### src/core/mbs_pkg.sv
// Shared types and constants for the move, branch and stack execution unit.
// Assumes a 16-bit word core with sixteen work registers and a byte-addressed stack.
package mbs_pkg;
    typedef enum logic [4:0] {
        op_nop, op_rot_left, op_rot_right, op_sign_shift,
        op_move_word, op_move_byte, op_extend_sign, op_extend_zero,
        op_cond_jump, op_seg_jump,
        op_bit_one_jump, op_bit_one_clear, op_bit_zero_jump, op_bit_zero_set,
        op_cond_call, op_seg_call, op_save_call, op_trap,
        op_push, op_pop, op_ctx_switch,
        op_near_ret, op_near_ret_pop, op_far_ret
    } mbs_op_t;

    typedef enum logic [1:0] {tgt_abs, tgt_ind, tgt_rel} mbs_tgt_t;

    typedef enum logic [1:0] {st_idle, st_push2, st_pop2} mbs_state_t;

    localparam logic [15:0] IP_RESET  = 16'h0000;
    localparam logic [7:0]  SEG_RESET = 8'h00;
    localparam logic [15:0] SP_RESET  = 16'h0020;
    localparam logic [15:0] SP_STEP   = 16'h0002;
    localparam logic [7:0]  TRAP_SEG  = 8'h00;
    localparam logic [2:0]  LEN_SHORT = 3'h2;
    localparam logic [2:0]  LEN_LONG  = 3'h4;

    // Flag positions in the flags input
    localparam int FLAG_Z = 0;
    localparam int FLAG_V = 1;
    localparam int FLAG_C = 2;
    localparam int FLAG_N = 3;

    localparam logic [3:0] CC_UC = 4'h0;
    localparam logic [3:0] CC_Z  = 4'h1;
    localparam logic [3:0] CC_NZ = 4'h2;
    localparam logic [3:0] CC_C  = 4'h3;
    localparam logic [3:0] CC_NC = 4'h4;
    localparam logic [3:0] CC_N  = 4'h5;
    localparam logic [3:0] CC_NN = 4'h6;
    localparam logic [3:0] CC_V  = 4'h7;
    localparam logic [3:0] CC_NV = 4'h8;

    function automatic logic [2:0] mbs_len(input mbs_op_t op, input logic use_imm);
        case (op)
            op_move_word, op_move_byte, op_extend_sign, op_extend_zero, op_ctx_switch:
                mbs_len = use_imm ? LEN_LONG : LEN_SHORT;
            op_cond_jump, op_seg_jump, op_bit_one_jump, op_bit_one_clear, op_bit_zero_jump,
            op_bit_zero_set, op_cond_call, op_seg_call, op_save_call:
                mbs_len = LEN_LONG;
            default:
                mbs_len = LEN_SHORT;
        endcase
    endfunction
endpackage

### src/core/mbs_cond.sv
// Condition code evaluator for conditional jumps and conditional calls.
// Assumes flags arrive as a stable level from the status word.
`timescale 1ns/10ps
module mbs_cond (
    input  wire logic [3:0] cond,
    input  wire logic [3:0] flags,
    output logic            ok
);
    always_comb begin
        case (cond)
            mbs_pkg::CC_UC: ok = 1'b1;
            mbs_pkg::CC_Z:  ok = flags[mbs_pkg::FLAG_Z];
            mbs_pkg::CC_NZ: ok = !flags[mbs_pkg::FLAG_Z];
            mbs_pkg::CC_C:  ok = flags[mbs_pkg::FLAG_C];
            mbs_pkg::CC_NC: ok = !flags[mbs_pkg::FLAG_C];
            mbs_pkg::CC_N:  ok = flags[mbs_pkg::FLAG_N];
            mbs_pkg::CC_NN: ok = !flags[mbs_pkg::FLAG_N];
            mbs_pkg::CC_V:  ok = flags[mbs_pkg::FLAG_V];
            mbs_pkg::CC_NV: ok = !flags[mbs_pkg::FLAG_V];
            default:        ok = 1'b0;
        endcase
    end
endmodule

### src/core/mbs_exec.sv
// Execution unit for moves, shifts, jumps, segment_call, traps, stack and return operations.
// Assumes one decoded instruction per start pulse, accepted only while idle.
// Operation
// - Two-byte rotate left and rotate right of a work register
// - Two-byte arithmetic right shift filling vacated bits with the sign
// - Word and byte moves, two or four bytes long by operand form
// - Byte into word with sign extension or zero extension
// - Four-byte conditional jump, absolute, indirect or relative, else skipped
// - Four-byte absolute jump that also loads the code segment
// - Relative branch when bit is one; clearing variant resets it when taken
// - Relative branch when bit is zero; setting variant sets it when taken
// - Four-byte conditional call; a taken call saves the return offset
// - Four-byte far call saving return segment and return offset
// - Push a work register, then absolute call
// - Two-byte trap entering a service routine chosen by immediate number
// - Two-byte push of a register, or pop into it
// - Context switch pushes a register then loads it with an operand
// - Near return; alternate form also pops a work register
// - Far return restores code segment and offset
// - Near return restores offset only, code segment unchanged
`timescale 1ns/10ps
module mbs_exec (
    input  wire logic              clk,
    input  wire logic              reset,
    input  wire logic              start,
    input  wire mbs_pkg::mbs_op_t  op,
    input  wire mbs_pkg::mbs_tgt_t tgt_mode,
    input  wire logic              use_imm,
    input  wire logic [3:0]        reg_a,
    input  wire logic [3:0]        reg_b,
    input  wire logic [15:0]       imm,
    input  wire logic [15:0]       target,
    input  wire logic [7:0]        seg_in,
    input  wire logic [3:0]        bit_pos,
    input  wire logic [3:0]        cond,
    input  wire logic [3:0]        flags,
    input  wire logic [3:0]        obs_idx,
    output logic                   busy,
    output logic                   int_block,
    output logic                   done,
    output logic                   taken,
    output logic [2:0]             instr_len,
    output logic [15:0]            ip,
    output logic [7:0]             code_seg,
    output logic [15:0]            sp,
    output logic [15:0]            obs_data
);
    mbs_pkg::mbs_state_t state;
    mbs_pkg::mbs_state_t next_state;
    mbs_pkg::mbs_op_t    op_q;
    logic [15:0]         general_work_register [16];
    logic [15:0]         stk [16];
    logic [3:0]          reg_a_q;
    logic [7:0]          seg_q;
    logic [15:0]         ret_ip_q;
    logic [15:0]         jump_q;
    logic [15:0]         next_ip;
    logic [7:0]          next_seg;
    logic                next_taken;
    logic                fin;
    logic                push_en;
    logic [15:0]         push_data;
    logic                pop_en;
    logic                gpr_we;
    logic [3:0]          gpr_widx;
    logic [15:0]         gpr_wdata;
    logic [15:0]         alu_out;
    logic                cond_ok;

    wire        go       = start && state == mbs_pkg::st_idle;
    wire [2:0]  len      = mbs_pkg::mbs_len(op, use_imm);
    wire [15:0] a_val    = general_work_register[reg_a];
    wire [15:0] src      = use_imm ? imm : general_work_register[reg_b];
    wire [15:0] ret_ip   = ip + {13'h0000, len};
    wire [15:0] rel_ip   = ret_ip + target;
    wire [15:0] bit_mask = 16'h0001 << bit_pos;
    wire        bit_val  = a_val[bit_pos];
    wire [15:0] sp_dec   = sp - mbs_pkg::SP_STEP;
    wire [15:0] sp_inc   = sp + mbs_pkg::SP_STEP;
    wire [15:0] pop_data = stk[sp[4:1]];
    wire [15:0] trap_vec = {7'h00, imm[6:0], 2'h0};
    wire [15:0] tgt_eff  = (tgt_mode == mbs_pkg::tgt_ind) ? general_work_register[reg_b] :
                           (tgt_mode == mbs_pkg::tgt_rel) ? rel_ip : target;

    assign busy      = state != mbs_pkg::st_idle;
    // Held off over the whole instruction so a bit test and its update stay indivisible
    assign int_block = busy || start;

    mbs_shift_ext u_alu (
        .op (op),
        .a  (a_val),
        .b  (src),
        .y  (alu_out)
    );

    mbs_cond u_cond (
        .cond  (cond),
        .flags (flags),
        .ok    (cond_ok)
    );

    always_comb begin
        next_state = state;
        next_ip    = ip;
        next_seg   = code_seg;
        next_taken = 1'b0;
        fin        = 1'b0;
        push_en    = 1'b0;
        push_data  = a_val;
        pop_en     = 1'b0;
        gpr_we     = 1'b0;
        gpr_widx   = reg_a;
        gpr_wdata  = alu_out;
        case (state)
            mbs_pkg::st_idle: begin
                if (start) begin
                    next_ip = ret_ip;
                    fin     = 1'b1;
                    case (op)
                        mbs_pkg::op_rot_left, mbs_pkg::op_rot_right: begin
                            gpr_we = 1'b1;
                        end
                        mbs_pkg::op_sign_shift: begin
                            gpr_we = 1'b1;
                        end
                        mbs_pkg::op_move_word, mbs_pkg::op_move_byte: begin
                            gpr_we = 1'b1;
                        end
                        mbs_pkg::op_extend_sign, mbs_pkg::op_extend_zero: begin
                            gpr_we = 1'b1;
                        end
                        mbs_pkg::op_cond_jump: begin
                            if (cond_ok) begin
                                next_ip    = tgt_eff;
                                next_taken = 1'b1;
                            end
                        end
                        mbs_pkg::op_seg_jump: begin
                            next_ip    = target;
                            next_seg   = seg_in;
                            next_taken = 1'b1;
                        end
                        mbs_pkg::op_bit_one_jump, mbs_pkg::op_bit_one_clear: begin
                            if (bit_val) begin
                                next_ip    = rel_ip;
                                next_taken = 1'b1;
                                gpr_we     = op == mbs_pkg::op_bit_one_clear;
                                gpr_wdata  = a_val & ~bit_mask;
                            end
                        end
                        mbs_pkg::op_bit_zero_jump, mbs_pkg::op_bit_zero_set: begin
                            if (!bit_val) begin
                                next_ip    = rel_ip;
                                next_taken = 1'b1;
                                gpr_we     = op == mbs_pkg::op_bit_zero_set;
                                gpr_wdata  = a_val | bit_mask;
                            end
                        end
                        mbs_pkg::op_cond_call: begin
                            if (cond_ok) begin
                                push_en    = 1'b1;
                                push_data  = ret_ip;
                                next_ip    = tgt_eff;
                                next_taken = 1'b1;
                            end
                        end
                        mbs_pkg::op_seg_call, mbs_pkg::op_trap: begin
                            // Segment goes first so the far return pops offset then segment
                            push_en    = 1'b1;
                            push_data  = {8'h00, code_seg};
                            next_ip    = ip;
                            fin        = 1'b0;
                            next_state = mbs_pkg::st_push2;
                        end
                        mbs_pkg::op_save_call: begin
                            push_en    = 1'b1;
                            next_ip    = ip;
                            fin        = 1'b0;
                            next_state = mbs_pkg::st_push2;
                        end
                        mbs_pkg::op_push: begin
                            push_en = 1'b1;
                        end
                        mbs_pkg::op_pop: begin
                            pop_en    = 1'b1;
                            gpr_we    = 1'b1;
                            gpr_wdata = pop_data;
                        end
                        mbs_pkg::op_ctx_switch: begin
                            push_en   = 1'b1;
                            gpr_we    = 1'b1;
                            gpr_wdata = src;
                        end
                        mbs_pkg::op_near_ret: begin
                            pop_en  = 1'b1;
                            next_ip = pop_data;
                        end
                        mbs_pkg::op_near_ret_pop, mbs_pkg::op_far_ret: begin
                            pop_en     = 1'b1;
                            next_ip    = pop_data;
                            fin        = 1'b0;
                            next_state = mbs_pkg::st_pop2;
                        end
                        default: begin
                        end
                    endcase
                end
            end
            mbs_pkg::st_push2: begin
                push_en    = 1'b1;
                push_data  = ret_ip_q;
                next_ip    = jump_q;
                next_taken = 1'b1;
                fin        = 1'b1;
                next_state = mbs_pkg::st_idle;
                if (op_q == mbs_pkg::op_seg_call) begin
                    next_seg = seg_q;
                end else if (op_q == mbs_pkg::op_trap) begin
                    next_seg = mbs_pkg::TRAP_SEG;
                end
            end
            mbs_pkg::st_pop2: begin
                pop_en     = 1'b1;
                fin        = 1'b1;
                next_state = mbs_pkg::st_idle;
                gpr_widx   = reg_a_q;
                gpr_wdata  = pop_data;
                gpr_we     = op_q == mbs_pkg::op_near_ret_pop;
                if (op_q == mbs_pkg::op_far_ret) begin
                    next_seg = pop_data[7:0];
                end
            end
            default: begin
                next_state = mbs_pkg::st_idle;
            end
        endcase
    end

    always_ff @(posedge clk or posedge reset) begin
        if (reset) begin
            state    <= mbs_pkg::st_idle;
            ip       <= mbs_pkg::IP_RESET;
            code_seg <= mbs_pkg::SEG_RESET;
            sp       <= mbs_pkg::SP_RESET;
            done     <= 1'b0;
            taken    <= 1'b0;
        end else begin
            state    <= next_state;
            ip       <= next_ip;
            code_seg <= next_seg;
            // Push and pop never share a cycle
            sp       <= push_en ? sp_dec : (pop_en ? sp_inc : sp);
            done     <= fin;
            taken    <= next_taken;
        end
    end

    always_ff @(posedge clk or posedge reset) begin
        if (reset) begin
            op_q      <= mbs_pkg::op_nop;
            reg_a_q   <= 4'h0;
            seg_q     <= 8'h00;
            ret_ip_q  <= 16'h0000;
            jump_q    <= 16'h0000;
            instr_len <= 3'h0;
            obs_data  <= 16'h0000;
        end else begin
            obs_data <= general_work_register[obs_idx];
            if (go) begin
                op_q      <= op;
                reg_a_q   <= reg_a;
                seg_q     <= seg_in;
                ret_ip_q  <= ret_ip;
                jump_q    <= (op == mbs_pkg::op_trap) ? trap_vec : target;
                instr_len <= len;
            end
        end
    end

    always_ff @(posedge clk or posedge reset) begin
        if (reset) begin
            for (int i = 0; i < 16; i++) begin
                general_work_register[i] <= 16'h0000;
            end
        end else if (gpr_we) begin
            general_work_register[gpr_widx] <= gpr_wdata;
        end
    end

    // Stack words sit at sp[4:1]; no reset, contents are data only
    always_ff @(posedge clk) begin
        if (push_en) begin
            stk[sp_dec[4:1]] <= push_data;
        end
    end
endmodule

### src/core/mbs_shift_ext.sv
// Rotate, sign-fill shift, byte move and byte extension data path.
// Assumes operands are stable in the cycle the result is used.
`timescale 1ns/10ps
module mbs_shift_ext (
    input  wire mbs_pkg::mbs_op_t op,
    input  wire logic [15:0]      a,
    input  wire logic [15:0]      b,
    output logic      [15:0]      y
);
    wire [3:0]  amt   = b[3:0];
    wire [31:0] rot_l = {a, a} << amt;
    wire [31:0] rot_r = {a, a} >> amt;
    wire [15:0] sra   = 16'($signed(a) >>> amt);

    always_comb begin
        case (op)
            mbs_pkg::op_rot_left:    y = rot_l[31:16];
            mbs_pkg::op_rot_right:   y = rot_r[15:0];
            mbs_pkg::op_sign_shift:  y = sra;
            mbs_pkg::op_move_byte:   y = {a[15:8], b[7:0]};
            mbs_pkg::op_extend_sign: y = {{8{b[7]}}, b[7:0]};
            mbs_pkg::op_extend_zero: y = {8'h00, b[7:0]};
            default:                 y = b;
        endcase
    end
endmodule

### config.mk
export PLATFORM = sky130hd
export DESIGN_NAME = mbs_exec
export DESIGN_NICKNAME = d
export VERILOG_FILES = /design/src/core/mbs_pkg.sv /design/src/core/mbs_cond.sv /design/src/core/mbs_exec.sv /design/src/core/mbs_shift_ext.sv
export SDC_FILE = /design/constraint.sdc
export NUM_CORES = 2
export LEC_CHECK = 0
export BUFFER_PORTS_ARGS = -buffer_cell sky130_fd_sc_hd__buf_2
export CORE_ASPECT_RATIO = 1.25
export CORE_MARGIN = 1
export CORE_UTILIZATION = 55
export CTS_CLUSTER_DIAMETER = 80
export CTS_CLUSTER_SIZE = 20
export DETAILED_ROUTE_END_ITERATION = 16
export PLACE_DENSITY = 0.72
export SLEW_MARGIN = 20
export SYNTH_ARGS = -nofsm -noshare
export SYNTH_HDL_FRONTEND = slang
export SYNTH_SLANG_ARGS = --single-unit
### constraint.sdc
create_clock -name clk -period 14.5 [get_ports clk]
set_input_delay 1.45 -clock clk [delete_from_list [all_inputs] [get_ports clk]]
set_output_delay 1.45 -clock clk [all_outputs]
set_load 0.02 [all_outputs]
==> results.txt <==
Worst-path clk slew: 0.09 ns
CP endpoint: general_work_register[29]
Fin worst setup slack: 7.70 ns
Proportion of layout cells with a drive suffix above 1: 21.5%
Placed cells: 3887
Post-synth ARST share: 58.8%
Crit path kind: in2reg
PD cells: 207 nW/um^2
CTS Buffer Depth: 3
IO Port Bufs: 135
CP max FO: 39
Routed wire length: 120000 um
Peak supply drop: 0.192 mV
Fill cells: 5110
Startpoint types: input pin
# nets final: 3188
Number of synthesized flops with an enable pin: 256
WL/cell: 30.4 um
Post-CTS setup buffer count: 0
Final hold violation count: 0
Dpl hpwl: 80200 um
Post-Syn Area: 36100 um^2
Grt total ovfl: 0
Worst Hold Class: reg2reg
# IOs: 138
DRT antenna net count: 0
R2R depth: 11
Antenna violations before repair: 2
Clock Skew: 0.0506 ns
Clock sinks: 622
Hold-fix buffers, CTS: 0
H-tree levels: 2
DR iter-0 viols: 4120
Yosys reg bits: 622
Final setup TNS: 0 ns
CTS tree: yes
GPL Wtd Cong: 1.01
Final non-filler cell total: 3955
Initial Util: 55.9%
P&R area growth vs syn: 6.52%
Slew HR: 17.6%
F_max: 147 MHz
Register-to-register setup slack: 9.18 ns
Ys Warns: 0
Die width: 231 um
Register area share after synthesis: 46.6%
Tightest Pin Transition: 1.24 ns
Post-Place Cell Area: 37200 um^2
Util after Layout: 59.5%
Fin area: 38500 um^2
Largest net degree at the start of global routing: 152
Number of global-route vias before repair: 27.5k
Required @ worst endpoint: 14.94 ns
Syn_area_per_cell: 11.7 um^2
Drt drc: 0
Worst setup startpoint: reg_a[2]
Global-route wire length before repair: 177000 um
Worst r2r src: general_work_register[69]
DIE AREA: 66700 um^2
Die Y-Extent: 289 um
Slew Limit Fails: 0
Worst-Skew Late Latency: 0.62 ns
Power consumption: 7.98 mW
Row Count: 104
Final setup vio count: 0
Post-layout min period: 6.80 ns
Worst r2r dst: general_work_register[29]
Arr. time, crit path: 7.24 ns
Leakage: 14.6 nW
DR vias: 28.2k
Maxcap violations: 0
Netlist cell types: 94
Fin crit share: 46.9%
CTS Buf Count: 40
Vias per cell: 7.12
PostCTS Resize Cnt: 0
Hold slack final: 0.467 ns
Total track usage: 36.1%
Root buf cell: clkbuf_16
DRT Pass-1 Iters: 9
Top FF cell, synth: dfrtp_1
Pre-CTS setup slack: 7.25 ns
CP Capture Type: flop
Outcome: finished clean
RSZ-0062 raised after global routing: false
Cells after synthesis: 3101
Core area: 64700 um^2
synth_stat cells, types with 18 or more instances:
cell / count / area (um^2)
a211oi_1: 32 / 240
a21oi_1: 325 / 1630
a21oi_2: 20 / 175
a221o_1: 18 / 180
a221oi_1: 24 / 210
a22oi_1: 33 / 248
a31oi_1: 18 / 113
and2_1: 39 / 244
buf_1: 24 / 90.1
buf_2: 79 / 395
buf_4: 21 / 158
clkbuf_1: 126 / 473
dfrtp_1: 365 / 9130
edfxtp_1: 256 / 7690
ha_1: 28 / 350
inv_1: 39 / 146
mux2_2: 40 / 450
mux2i_1: 53 / 531
mux4_2: 300 / 6760
nand2_1: 273 / 1020
nand2b_1: 19 / 119
nand3_1: 62 / 310
nor2_1: 355 / 1330
nor2b_1: 25 / 156
nor3_1: 48 / 240
o211ai_1: 26 / 195
o21ai_0: 151 / 756
o22ai_1: 26 / 163
xnor2_1: 26 / 228
final cells by class:
type,instances,area [um^2],area share (%)
Multi-Input combinational cell,2175,18000,46.7
Sequential cell,622,16900,43.8
Timing Repair Buffer,200,1190,3.10
Clock buffer,56,1080,2.81
Tap cell,848,1060,2.76
Inverter,44,178,0.462
Clock inverter,8,145,0.377
Antenna cell,2,5.00,0.0130
layer usage:
metal  vias to the layer above  track usage, %  wire (um)
met1                     14100            45.8      43000
met5                         -               0         24
met2                      1824            56.9      56500
met3                       449            7.01      11800
li1                      11800               -          -
met4                         4            23.3       8840
kinds of logic after synthesis:
group | Yosys count | share of synthesized area [%]
AO/OA/AOI/OAI | 814 | 14.7
XOR/XNOR | 38 | 0.921
adder cells (fa/ha/maj) | 31 | 1.11
buffers and inverters | 305 | 3.94
flip-flops | 622 | 46.6
multiplexers | 400 | 21.8
other | 1 | 0.0104
AND/OR/NAND/NOR | 890 | 10.9
worst max-delay path: stages:
cell       delay [ns]
buf_2            0.51
buf_4            0.64
mux4_2           0.58
a22o_1           0.20
a221oi_2         0.59
buf_4            0.30
a22oi_1          0.15
a2111oi_0        0.47
a31o_2           0.35
o21ai_1          0.20
a211oi_1         0.57
and2_1           0.60
buf_4            0.45
a21oi_1          0.13
power by group:
part	internal (mW)	switching (mW)	leakage, nW
clock	0.553	0.623	0.587
combinational	1.47	2.28	7.02
sequential	2.55	0.500	6.97
state kept, by name, summed over array words and instances, names as in the netlist:
| name | cells |
|---|---|
| sp | 15 |
| reg_a_q | 4 |
| obs_data | 16 |
| taken | 1 |
| ret_ip_q | 16 |
| code_seg | 8 |
| stk | 256 |
| op_q | 5 |
| ip | 16 |
| general_work_register | 256 |
| instr_len | 2 |
| jump_q | 16 |
| done | 1 |
| state | 2 |
| seg_q | 8 |
cells in the final DEF, fill, tap and decap left out, types with 10 or more instances in the layout:
cell type and count:
mux2i_1 52, a211oi_1 32, edfxtp_1 256, o21ai_1 14, a221o_1 18, a22oi_1 33
inv_1 38, ha_1 28, nor3_1 46, xnor2_1 26, xor2_1 12, o21ai_0 150
and2_1 36, a21oi_1 324, a21oi_2 21, a21o_1 11, buf_2 132, dfrtp_1 363
a31oi_1 18, nand4_1 10, a221oi_1 24, clkbuf_1 15, nor2_1 354, mux2_2 40
o22ai_1 26, nand3_1 62, a22o_1 10, clkbuf_16 41, o211ai_1 26, nor2b_1 25
nand2b_1 19, mux4_2 300, nand2_1 272, buf_4 65
worst min-delay path by stage:
stage / start / endpoint / slack, ns / cells after the start
5_1_grt: sp[15] / sp[15] / 0.50 / 1
6_report: sp[15] / sp[15] / 0.47 / 1
2_1_floorplan: jump_q[10] / jump_q[10] / 0.44 / 2
4_1_cts: sp[15] / sp[15] / 0.47 / 1
3_3_place_gp: instr_len[2] / instr_len[2] / 0.46 / 1
3_5_place_dp: sp[15] / sp[15] / 0.46 / 1
(Power assumes the default switching activity.)
